## src/logic/datapath_defs.svh

```systemverilog
// Offsets, field positions and reset values of the rotate/subtract/skip datapath.
// Assumes a 32-bit AXI4-Lite slave with byte addresses.
`ifndef DATAPATH_DEFS_SVH
`define DATAPATH_DEFS_SVH
`define OFF_CMD 12'h000
`define OFF_ACC 12'h004
`define OFF_FLAGS 12'h008
`define OFF_STATUS 12'h00C
`define MEM_BASE 12'h100
`define CMD_OP_LSB 0
`define CMD_BIT_LSB 5
`define CMD_ADDR_LSB 8
`define CMD_IMM_LSB 16
`define FLG_C 0
`define FLG_AC 1
`define FLG_Z 2
`define FLG_OV 3
`define ACC_RST 8'h00
`define FLAGS_RST 4'h0
`define RESP_OKAY 2'b00
`define RESP_SLVERR 2'b10
`endif

```

## src/logic/datapath_pkg.sv

```systemverilog
// Types of the rotate/subtract/skip datapath: operation codes and states.
// Assumes the constants header is included where offsets are needed.
package datapath_pkg;
	typedef enum logic [4:0] {
		OP_ROTATE_LEFT_TO_A = 5'h01,
		OP_ROTATE_LEFT_THRU_CY = 5'h02,
		OP_ROTATE_LEFT_THRU_CY_TO_A = 5'h03,
		OP_ROTATE_RIGHT = 5'h04,
		OP_ROTATE_RIGHT_TO_A = 5'h05,
		OP_ROTATE_RIGHT_THRU_CY = 5'h06,
		OP_ROTATE_RIGHT_THRU_CY_TO_A = 5'h07,
		OP_SUBTRACT_WITH_BORROW = 5'h08,
		OP_SUBTRACT_WITH_BORROW_TO_MEMORY = 5'h09,
		OP_DECREMENT_SKIP_IF_NULL = 5'h0A,
		OP_DECREMENT_TO_A_SKIP_IF_NULL = 5'h0B,
		OP_SET_BYTE = 5'h0C,
		OP_SET_BIT = 5'h0D,
		OP_INCREMENT_SKIP_IF_NULL = 5'h0E,
		OP_INCREMENT_TO_A_SKIP_IF_NULL = 5'h0F,
		OP_SKIP_IF_BIT_ONE = 5'h10,
		OP_SUBTRACT_TO_A = 5'h11,
		OP_SUBTRACT_TO_MEMORY = 5'h12,
		OP_SUBTRACT_IMMEDIATE = 5'h13
	} op_t;
	typedef enum logic [1:0] {
		S_IDLE = 2'b00,
		S_EXEC = 2'b01,
		S_DUMMY = 2'b11
	} state_t;
endpackage

```

## src/logic/rotate_subtract_skip_datapath.sv

```systemverilog
// Rotate, subtract, set and skip slice of an 8-bit core, with its data memory.
// Assumes an AXI4-Lite master on CORE_CLK and a fetch sequencer that reads SKIP.
// Operation
// - rotate left into accumulator, bit 7 wraps to bit 0, nothing else changes.
// - nine-bit left rotate through carry back to memory, only carry changes.
// - nine-bit left rotate through carry into accumulator, memory kept.
// - rotate right back to memory, bit 0 wraps to bit 7, no flags.
// - rotate right into accumulator, memory and flags kept.
// - nine-bit right rotate through carry back to memory, only carry changes.
// - nine-bit right rotate through carry into accumulator, carry gets bit 0.
// - accumulator gets acc plus inverted operand plus carry, four flags updated.
// - memory gets acc plus inverted operand plus carry, four flags updated.
// - memory minus one to memory or accumulator, skip with dummy cycle when zero, no flags.
// - byte set writes all ones to memory, flags kept.
// - bit set forces only the selected bit to one.
// - memory plus one to memory, skip with dummy cycle when zero.
// - memory plus one to accumulator, skip when zero.
// - skip with dummy cycle when the selected bit is one.
// - acc plus inverted operand plus one, to accumulator or memory, flags updated.
// - acc plus inverted immediate plus one to accumulator, flags updated.
`timescale 1ns/1ps
`include "datapath_defs.svh"
module rotate_subtract_skip_datapath #(
	parameter int ADDR_W = 12,
	parameter int MEM_DEPTH = 64
) (
	input wire logic CORE_CLK,
	input wire logic RST,
	input wire logic [ADDR_W-1:0] S_AXI_AWADDR,
	input wire logic S_AXI_AWVALID,
	output logic S_AXI_AWREADY,
	input wire logic [31:0] S_AXI_WDATA,
	input wire logic [3:0] S_AXI_WSTRB,
	input wire logic S_AXI_WVALID,
	output logic S_AXI_WREADY,
	output logic [1:0] S_AXI_BRESP,
	output logic S_AXI_BVALID,
	input wire logic S_AXI_BREADY,
	input wire logic [ADDR_W-1:0] S_AXI_ARADDR,
	input wire logic S_AXI_ARVALID,
	output logic S_AXI_ARREADY,
	output logic [31:0] S_AXI_RDATA,
	output logic [1:0] S_AXI_RRESP,
	output logic S_AXI_RVALID,
	input wire logic S_AXI_RREADY,
	output logic SKIP,
	output logic BUSY
);
	import datapath_pkg::*;
	localparam int IDX_W = $clog2(MEM_DEPTH);
	localparam logic [ADDR_W-1:0] MEM_LO = ADDR_W'(`MEM_BASE);
	localparam logic [ADDR_W-1:0] MEM_HI = ADDR_W'(`MEM_BASE + 4 * MEM_DEPTH);

	state_t state_r, state_nxt;
	logic [7:0] mem [MEM_DEPTH];
	logic [7:0] acc_r;
	logic [3:0] flags_r, flags_nxt;
	logic [23:0] cmd_r;
	logic skip_last_r, skip_r, busy_r;
	logic awready_r, wready_r, bvalid_r, arready_r, rvalid_r;
	logic aw_got_r, w_got_r;
	logic [1:0] bresp_r, rresp_r;
	logic [31:0] rdata_r, wdata_r;
	logic [3:0] wstrb_r;
	logic [ADDR_W-1:0] awaddr_r;
	logic [7:0] res;
	logic to_mem, to_acc, new_c, arith, skip;

	// Command fields
	wire op_t op = op_t'(cmd_r[`CMD_OP_LSB +: 5]);
	wire [2:0] bit_sel = cmd_r[`CMD_BIT_LSB +: 3];
	wire [IDX_W-1:0] mem_idx = cmd_r[`CMD_ADDR_LSB +: IDX_W];
	wire [7:0] imm = cmd_r[`CMD_IMM_LSB +: 8];
	wire [7:0] opnd = mem[mem_idx];
	wire cy = flags_r[`FLG_C];
	wire ex = (state_r == S_EXEC);

	// Subtract as acc + ~rhs + cin, split at bit 3 for the half carry
	wire sub_imm = (op == OP_SUBTRACT_IMMEDIATE);
	wire borrow_op = (op == OP_SUBTRACT_WITH_BORROW) || (op == OP_SUBTRACT_WITH_BORROW_TO_MEMORY);
	wire [7:0] sub_rhs = ~(sub_imm ? imm : opnd);
	wire sub_cin = borrow_op ? cy : 1'b1;
	wire [4:0] lo_sum = {1'b0, acc_r[3:0]} + {1'b0, sub_rhs[3:0]} + {4'h0, sub_cin};
	wire [4:0] hi_sum = {1'b0, acc_r[7:4]} + {1'b0, sub_rhs[7:4]} + {4'h0, lo_sum[4]};
	wire [7:0] diff = {hi_sum[3:0], lo_sum[3:0]};
	wire diff_ov = (acc_r[7] == sub_rhs[7]) && (diff[7] != acc_r[7]);
	wire [7:0] inc_v = opnd + 8'h01;
	wire [7:0] dec_v = opnd - 8'h01;
	wire [7:0] bit_mask = 8'h01 << bit_sel;

	always_comb begin
		res = opnd;
		to_mem = 1'b0;
		to_acc = 1'b0;
		new_c = cy;
		arith = 1'b0;
		skip = 1'b0;
		case (op)
			OP_ROTATE_LEFT_TO_A: begin
				res = {opnd[6:0], opnd[7]};
				to_acc = 1'b1;
			end
			OP_ROTATE_LEFT_THRU_CY: begin
				res = {opnd[6:0], cy};
				new_c = opnd[7];
				to_mem = 1'b1;
			end
			OP_ROTATE_LEFT_THRU_CY_TO_A: begin
				res = {opnd[6:0], cy};
				new_c = opnd[7];
				to_acc = 1'b1;
			end
			OP_ROTATE_RIGHT: begin
				res = {opnd[0], opnd[7:1]};
				to_mem = 1'b1;
			end
			OP_ROTATE_RIGHT_TO_A: begin
				res = {opnd[0], opnd[7:1]};
				to_acc = 1'b1;
			end
			OP_ROTATE_RIGHT_THRU_CY: begin
				res = {cy, opnd[7:1]};
				new_c = opnd[0];
				to_mem = 1'b1;
			end
			OP_ROTATE_RIGHT_THRU_CY_TO_A: begin
				res = {cy, opnd[7:1]};
				new_c = opnd[0];
				to_acc = 1'b1;
			end
			OP_SUBTRACT_WITH_BORROW, OP_SUBTRACT_TO_A, OP_SUBTRACT_IMMEDIATE: begin
				res = diff;
				arith = 1'b1;
				to_acc = 1'b1;
			end
			OP_SUBTRACT_WITH_BORROW_TO_MEMORY, OP_SUBTRACT_TO_MEMORY: begin
				res = diff;
				arith = 1'b1;
				to_mem = 1'b1;
			end
			OP_DECREMENT_SKIP_IF_NULL: begin
				res = dec_v;
				skip = (dec_v == 8'h00);
				to_mem = 1'b1;
			end
			OP_DECREMENT_TO_A_SKIP_IF_NULL: begin
				res = dec_v;
				skip = (dec_v == 8'h00);
				to_acc = 1'b1;
			end
			OP_SET_BYTE: begin
				res = 8'hFF;
				to_mem = 1'b1;
			end
			OP_SET_BIT: begin
				res = opnd | bit_mask;
				to_mem = 1'b1;
			end
			OP_INCREMENT_SKIP_IF_NULL: begin
				res = inc_v;
				skip = (inc_v == 8'h00);
				to_mem = 1'b1;
			end
			OP_INCREMENT_TO_A_SKIP_IF_NULL: begin
				res = inc_v;
				skip = (inc_v == 8'h00);
				to_acc = 1'b1;
			end
			OP_SKIP_IF_BIT_ONE: begin
				skip = |(opnd & bit_mask);
			end
			default: begin
				res = opnd;
			end
		endcase
	end

	// Flags: only the subtracts touch OV, Z and AC
	assign flags_nxt = arith ? {diff_ov, diff == 8'h00, lo_sum[4], hi_sum[4]}
		: {flags_r[3:1], new_c};

	// Register bus decode
	wire aw_take = S_AXI_AWVALID && awready_r;
	wire w_take = S_AXI_WVALID && wready_r;
	wire do_wr = aw_got_r && w_got_r && !bvalid_r && (state_r == S_IDLE);
	wire aw_got_nxt = aw_take || (aw_got_r && !do_wr);
	wire w_got_nxt = w_take || (w_got_r && !do_wr);
	wire [ADDR_W-1:0] w_off = awaddr_r - MEM_LO;
	wire [IDX_W-1:0] w_idx = w_off[2 +: IDX_W];
	wire w_cmd = (awaddr_r[ADDR_W-1:2] == `OFF_CMD >> 2);
	wire w_acc = (awaddr_r[ADDR_W-1:2] == `OFF_ACC >> 2);
	wire w_flg = (awaddr_r[ADDR_W-1:2] == `OFF_FLAGS >> 2);
	wire w_sts = (awaddr_r[ADDR_W-1:2] == `OFF_STATUS >> 2);
	wire w_mem = (awaddr_r >= MEM_LO) && (awaddr_r < MEM_HI);
	wire w_ok = w_cmd || w_acc || w_flg || w_sts || w_mem;
	wire lo_lane = wstrb_r[0];
	wire start = do_wr && w_cmd && lo_lane;
	wire ar_take = S_AXI_ARVALID && arready_r;
	wire rvalid_nxt = ar_take || (rvalid_r && !S_AXI_RREADY);
	wire [ADDR_W-1:0] r_off = S_AXI_ARADDR - MEM_LO;
	wire [IDX_W-1:0] r_idx = r_off[2 +: IDX_W];
	wire r_cmd = (S_AXI_ARADDR[ADDR_W-1:2] == `OFF_CMD >> 2);
	wire r_acc = (S_AXI_ARADDR[ADDR_W-1:2] == `OFF_ACC >> 2);
	wire r_flg = (S_AXI_ARADDR[ADDR_W-1:2] == `OFF_FLAGS >> 2);
	wire r_sts = (S_AXI_ARADDR[ADDR_W-1:2] == `OFF_STATUS >> 2);
	wire r_mem = (S_AXI_ARADDR >= MEM_LO) && (S_AXI_ARADDR < MEM_HI);
	wire [31:0] r_val = r_cmd ? {8'h00, cmd_r}
		: r_acc ? {24'h00_0000, acc_r}
		: r_flg ? {28'h000_0000, flags_r}
		: r_sts ? {30'h0000_0000, busy_r, skip_last_r}
		: r_mem ? {24'h00_0000, mem[r_idx]} : 32'h0000_0000;
	wire r_ok = r_cmd || r_acc || r_flg || r_sts || r_mem;

	always_comb begin
		state_nxt = state_r;
		unique case (state_r)
			S_IDLE: if (start) state_nxt = S_EXEC;
			S_EXEC: state_nxt = skip ? S_DUMMY : S_IDLE;
			S_DUMMY: state_nxt = S_IDLE;
			default: state_nxt = S_IDLE;
		endcase
	end

	always_ff @(posedge CORE_CLK) begin
		if (RST) begin
			state_r <= S_IDLE;
			skip_r <= 1'b0;
			busy_r <= 1'b0;
			skip_last_r <= 1'b0;
		end else begin
			state_r <= state_nxt;
			skip_r <= ex && skip;
			busy_r <= (state_nxt != S_IDLE);
			if (ex) skip_last_r <= skip;
		end
	end

	// Bus writes happen only in idle, so they never race an execute
	always_ff @(posedge CORE_CLK) begin
		if (RST) begin
			acc_r <= `ACC_RST;
			flags_r <= `FLAGS_RST;
			cmd_r <= 24'h00_0000;
		end else if (ex) begin
			if (to_acc) acc_r <= res;
			flags_r <= flags_nxt;
		end else if (do_wr && lo_lane) begin
			if (w_acc) acc_r <= wdata_r[7:0];
			if (w_flg) flags_r <= wdata_r[3:0];
			if (w_cmd) cmd_r <= wdata_r[23:0];
		end
	end

	// Data memory has no reset, like the core's RAM
	always_ff @(posedge CORE_CLK) begin
		if (ex && to_mem) mem[mem_idx] <= res;
		else if (do_wr && lo_lane && w_mem) mem[w_idx] <= wdata_r[7:0];
	end

	always_ff @(posedge CORE_CLK) begin
		if (RST) begin
			awready_r <= 1'b0;
			wready_r <= 1'b0;
			aw_got_r <= 1'b0;
			w_got_r <= 1'b0;
			bvalid_r <= 1'b0;
			bresp_r <= `RESP_OKAY;
			awaddr_r <= '0;
			wdata_r <= 32'h0000_0000;
			wstrb_r <= 4'h0;
		end else begin
			aw_got_r <= aw_got_nxt;
			w_got_r <= w_got_nxt;
			awready_r <= !aw_got_nxt;
			wready_r <= !w_got_nxt;
			bvalid_r <= do_wr || (bvalid_r && !S_AXI_BREADY);
			if (aw_take) awaddr_r <= S_AXI_AWADDR;
			if (w_take) wdata_r <= S_AXI_WDATA;
			if (w_take) wstrb_r <= S_AXI_WSTRB;
			if (do_wr) bresp_r <= w_ok ? `RESP_OKAY : `RESP_SLVERR;
		end
	end

	always_ff @(posedge CORE_CLK) begin
		if (RST) begin
			arready_r <= 1'b0;
			rvalid_r <= 1'b0;
			rdata_r <= 32'h0000_0000;
			rresp_r <= `RESP_OKAY;
		end else begin
			rvalid_r <= rvalid_nxt;
			arready_r <= !rvalid_nxt;
			if (ar_take) rdata_r <= r_val;
			if (ar_take) rresp_r <= r_ok ? `RESP_OKAY : `RESP_SLVERR;
		end
	end

	assign S_AXI_AWREADY = awready_r;
	assign S_AXI_WREADY = wready_r;
	assign S_AXI_BVALID = bvalid_r;
	assign S_AXI_BRESP = bresp_r;
	assign S_AXI_ARREADY = arready_r;
	assign S_AXI_RVALID = rvalid_r;
	assign S_AXI_RDATA = rdata_r;
	assign S_AXI_RRESP = rresp_r;
	assign SKIP = skip_r;
	assign BUSY = busy_r;
endmodule

```

## config.mk

```make
export PLATFORM = sky130hd
export DESIGN_NAME = rotate_subtract_skip_datapath
export DESIGN_NICKNAME = d
export VERILOG_FILES = /design/src/logic/datapath_pkg.sv /design/src/logic/rotate_subtract_skip_datapath.sv
export VERILOG_INCLUDE_DIRS = /design/src /design/src/logic
export SDC_FILE = /design/constraint.sdc
export NUM_CORES = 1
export LEC_CHECK = 0
export BUFFER_PORTS_ARGS = -buffer_cell sky130_fd_sc_hd__clkbuf_2
export CAP_MARGIN = 20
export CORE_ASPECT_RATIO = 1.4
export CORE_MARGIN = 2
export CORE_UTILIZATION = 46
export DETAILED_ROUTE_END_ITERATION = 8
export MAX_ROUTING_LAYER = met4
export SYNTH_ARGS = -nofsm -noshare
export SYNTH_HDL_FRONTEND = slang
export SYNTH_SLANG_ARGS = --single-unit
```

## constraint.sdc

```tcl
create_clock -name CORE_CLK -period 10 [get_ports CORE_CLK]
set_input_delay 0 -clock CORE_CLK [delete_from_list [all_inputs] [get_ports CORE_CLK]]
set_output_delay 0 -clock CORE_CLK [all_outputs]
set_load 0.01 [all_outputs]
```

==> results by group <==
Worst setup path
  – CP dominant cell by count: fa_1
  – WS Path Type: register to register
  – Critical path cell sequence: buf_4 -> mux4_2 -> mux2i_1 -> nand2_1 -> nand4_1 -> and2_1 -> inv_1 -> mux2i_1 -> fa_1 -> fa_1 -> a21o_1 -> a21o_1 -> fa_1 -> inv_1 -> fa_1 -> xnor2_1 -> a21oi_1 -> o221ai_1 -> nor2_1 -> o31ai_1 -> o22ai_1 -> o21ai_4 -> buf_4
  – Crit end category: register
  – CP max-delay cell: dfxtp_4
  – Slowest Stage Delay on Critical Path: 0.84 ns
  – Worst Path Arrival: 7.69 ns
  – CP Max Fanout: 48
  – Data required time of the worst path: 10.39 ns
  – Startpoint Class: register
  – Reg2Reg Setup Slack: 2.70 ns

Routing
  – DRT iter0 DRCs: 2067
  – Via count: 19.4k
  – Drt wl/cell: 31.6 um
  – Max layer used: met4
  – Final WL: 94.6 mm
  – Metal-1 WL: 35.4 mm
  – Vias/cell: 6.47
  – # DRC: 0
  – ANT nets after route: 0
  – DR WL met3: 5.91 mm
  – DR WL met2: 48.0 mm
  – DRT Pass-1 Iters: 5

Placement
  – GPL Wtd Cong: 0.978
  – Area after DPL: 31500 um^2
  – IO buf count: 84
  – DPL Wire Length: 64.1 mm
  – Pre-CTS WS: 2.67 ns

STA
  – Final hold vios: 0
  – Worst slew pin tran: 1.18 ns
  – Max Clk Rate: 137 MHz
  – Max-Slew Margin vs Limit: 21.2%
  – RSZ-0062 raised after global routing: false
  – Period utilization: 73.0%
  – Fin Setup TNS: 0 ns
  – Final min period: 7.30 ns
  – Setup slack after layout: 2.70 ns
  – Worst-case clock skew: 0.0421 ns
  – Final Setup Violations: 0
  – Final slew viol count: 0

CTS
  – Clk slew on worst S/H paths: 0.06 ns
  – Worst-skew pair later-pin latency: 0.66 ns
  – Post-CTS setup buffers: 0
  – CTS Root Cell: clkbuf_16
  – CTS resizes: 0
  – CTS tree: done
  – # clock sinks: 627
  – Htree depth: 2
  – Hold Buf Count CTS: 68
  – Total CTS buffers: 59
  – Clock buffer depth: 3

Pwr
  – Peak supply drop: 0.000167 V
  – PwrDens: 156 nW/um^2
  – Leakage: 0.0107 uW

Synthesis
  – EDFF count, synth: 512
  – YS warnings: 0
  – Largest area contributor in the netlist: edfxtp_1
  – Synth cell types: 88
  – Mapped Cells: 1974
  – Asr flop ratio synth: 0%
  – Mean Syn Cell Area: 15.4 um^2
  – Synthesized area: 30300 um^2
  – Synth area leaders: edfxtp_1 51%, mux4_2 21%, dfxtp_1 7.6%
  – Post-synth top area share: 50.7%
  – Sequential share of the synthesized area: 58.3%
  – FF+latch count, synth: 627
  – Synth Flop Type: edfxtp_1

Job
  – Max_cap viols: 0

Outcome
  – Status: finished clean

Global route
  – Remaining Overflow, GRT: 0
  – Pin count of the biggest net entering global routing: 92
  – Gr usage total: 28.8%
  – Global-route wire length before repair: 138 mm
  – Vias in the first global route: 19.7k
  – Initial antenna violation count: 1

Finish
  – Area grow syn2layout: 12.9%
  – Fillers: 5264
  – Register area: 17700 um^2
  – Multi-input logic area: 11800 um^2
  – Layout Nets: 2181
  – Layout cells sized above 1: 26.2%
  – Design Area, Final: 34300 um^2

Floorplanning
  – Cell Rows: 111
  – Horiz. Die Dim: 221 um
  – Core area: 65400 um^2
  – Initial Util: 46.4%
  – Die Height: 308 um
  – Full die area: 68100 um^2
  – I/O Pins: 110

Worst hold path
  – Hold Path Class: input pin to register
==> final timing paths <==
kind,startpoint,to,depth (start not counted)
setup reg to reg,register,mem[58][6],23
setup / recovery,register,mem[58][6],23
hold reg to reg,S_AXI_RDATA[3],S_AXI_RDATA[3],2
hold / removal,S_AXI_WDATA[23],wdata_r[23],4
==> layout make-up <==
cell class                      instances  share of cell area, %
Clock buffer                           72                   4.58
Tap cell                              847                   3.09
Clock inverter                         35                   1.16
Sequential cell                       627                   51.6
Antenna cell                            1                0.00730
Timing Repair Buffer                  210                   4.77
Multi-Input combinational cell       1184                   34.5
Inverter                               19                  0.223
==> cells by family after synthesis <==
family	Yosys count	share of synthesized area [%]
xor+xnor	8	0.231
buf+inv	172	3.12
simple gates	500	7.57
flops	627	58.3
fa+ha+maj	13	0.635
compound gates	297	6.52
mux	356	23.7
other cells	1	0.0124
==> critical path: cells and delay by family (launching register included) <==
kind	cells	cell delay (ns)
buffers and inverters	4	1.65
adder cells (fa/ha/maj)	4	1.51
AO/OA/AOI/OAI	7	1.50
flip-flops	1	0.84
multiplexers	3	0.62
AND/OR/NAND/NOR	4	0.62
XOR/XNOR	1	0.16
==> synth_stat cells (4+ instances only) <==
| master | n |
|---|---|
| edfxtp_1 | 512 |
| mux4_2 | 281 |
| nand2_1 | 199 |
| nor2_1 | 138 |
| dfxtp_1 | 115 |
| a21oi_1 | 111 |
| clkbuf_1 | 74 |
| mux2i_1 | 56 |
| nand3_1 | 36 |
| o21ai_0 | 35 |
| a22oi_1 | 31 |
| nor3_1 | 23 |
| buf_4 | 22 |
| buf_1 | 20 |
| buf_6 | 19 |
| nor2b_1 | 17 |
| inv_1 | 16 |
| nand3b_1 | 15 |
| mux2_2 | 14 |
| buf_2 | 13 |
| o22ai_1 | 13 |
| and2_1 | 12 |
| nand2b_1 | 12 |
| nand4_1 | 11 |
| a31oi_1 | 9 |
| ha_1 | 9 |
| a211oi_1 | 8 |
| a21o_1 | 8 |
| o211ai_1 | 8 |
| a221oi_1 | 7 |
| or3_1 | 7 |
| a311oi_1 | 6 |
| a22o_1 | 5 |
| mux4_1 | 5 |
| o311ai_0 | 5 |
| xnor2_1 | 5 |
| and4_1 | 4 |
| fa_1 | 4 |
| nor4_1 | 4 |
| o221ai_1 | 4 |
| o31ai_1 | 4 |
==> report_power, final <==
part / switching [uW] / leakage (uW) / internal, uW
Combinational: 122 / 0.00424 / 110
Clock: 1000 / 0.000956 / 1300
Sequential: 9.21 / 0.00553 / 2790
==> layout by cell type, fill, tap and decap left out, types with 14 or more instances in the layout <==
cell type and instances:
a21oi_1 110, clkbuf_16 60, nand2_1 198, a22oi_1 31, mux2_2 14, nor2_1 138
buf_4 41, mux4_2 281, nor2b_1 17, clkbuf_2 81, dfxtp_1 112, nand3_1 36
buf_6 17, o21ai_0 31, nand3b_1 15, inv_1 16, dlygate4sd3_1 68, nor3_1 21
edfxtp_1 512, mux2i_1 56
==> stage by stage <==
stage                     instances  hold WS (ns)  utilization (%)  total power (uW)
final                          2995         0.156             52.4              5330
after global routing           2995         0.166             52.4              5470
after CTS                      2980         0.125             52.1              5370
after detailed placement       2805         0.230             48.1              3070
after global placement         2796         0.227             48.0              3070
after floorplan                1983         0.133                -              3000
==> sequential cells by signal (all words and copies together) (netlist names), 2 cells and up, named ones only <==
name         count
wdata_r         24
state_r          2
flags_r          4
cmd_r           24
awaddr_r        10
mem            512
S_AXI_RDATA     24
acc_r            8
==> routing by layer <==
| layer | GRT usage, % | up-vias |
|---|---|---|
| li1 | - | 8183 |
| met1 | 34.7 | 10100 |
| met2 | 47.9 | 898 |
| met3 | 3.67 | 224 |
| met4 | 14.8 | 0 |
| met5 | - | - |
Note: power is estimated with default switching activity, not from simulation.
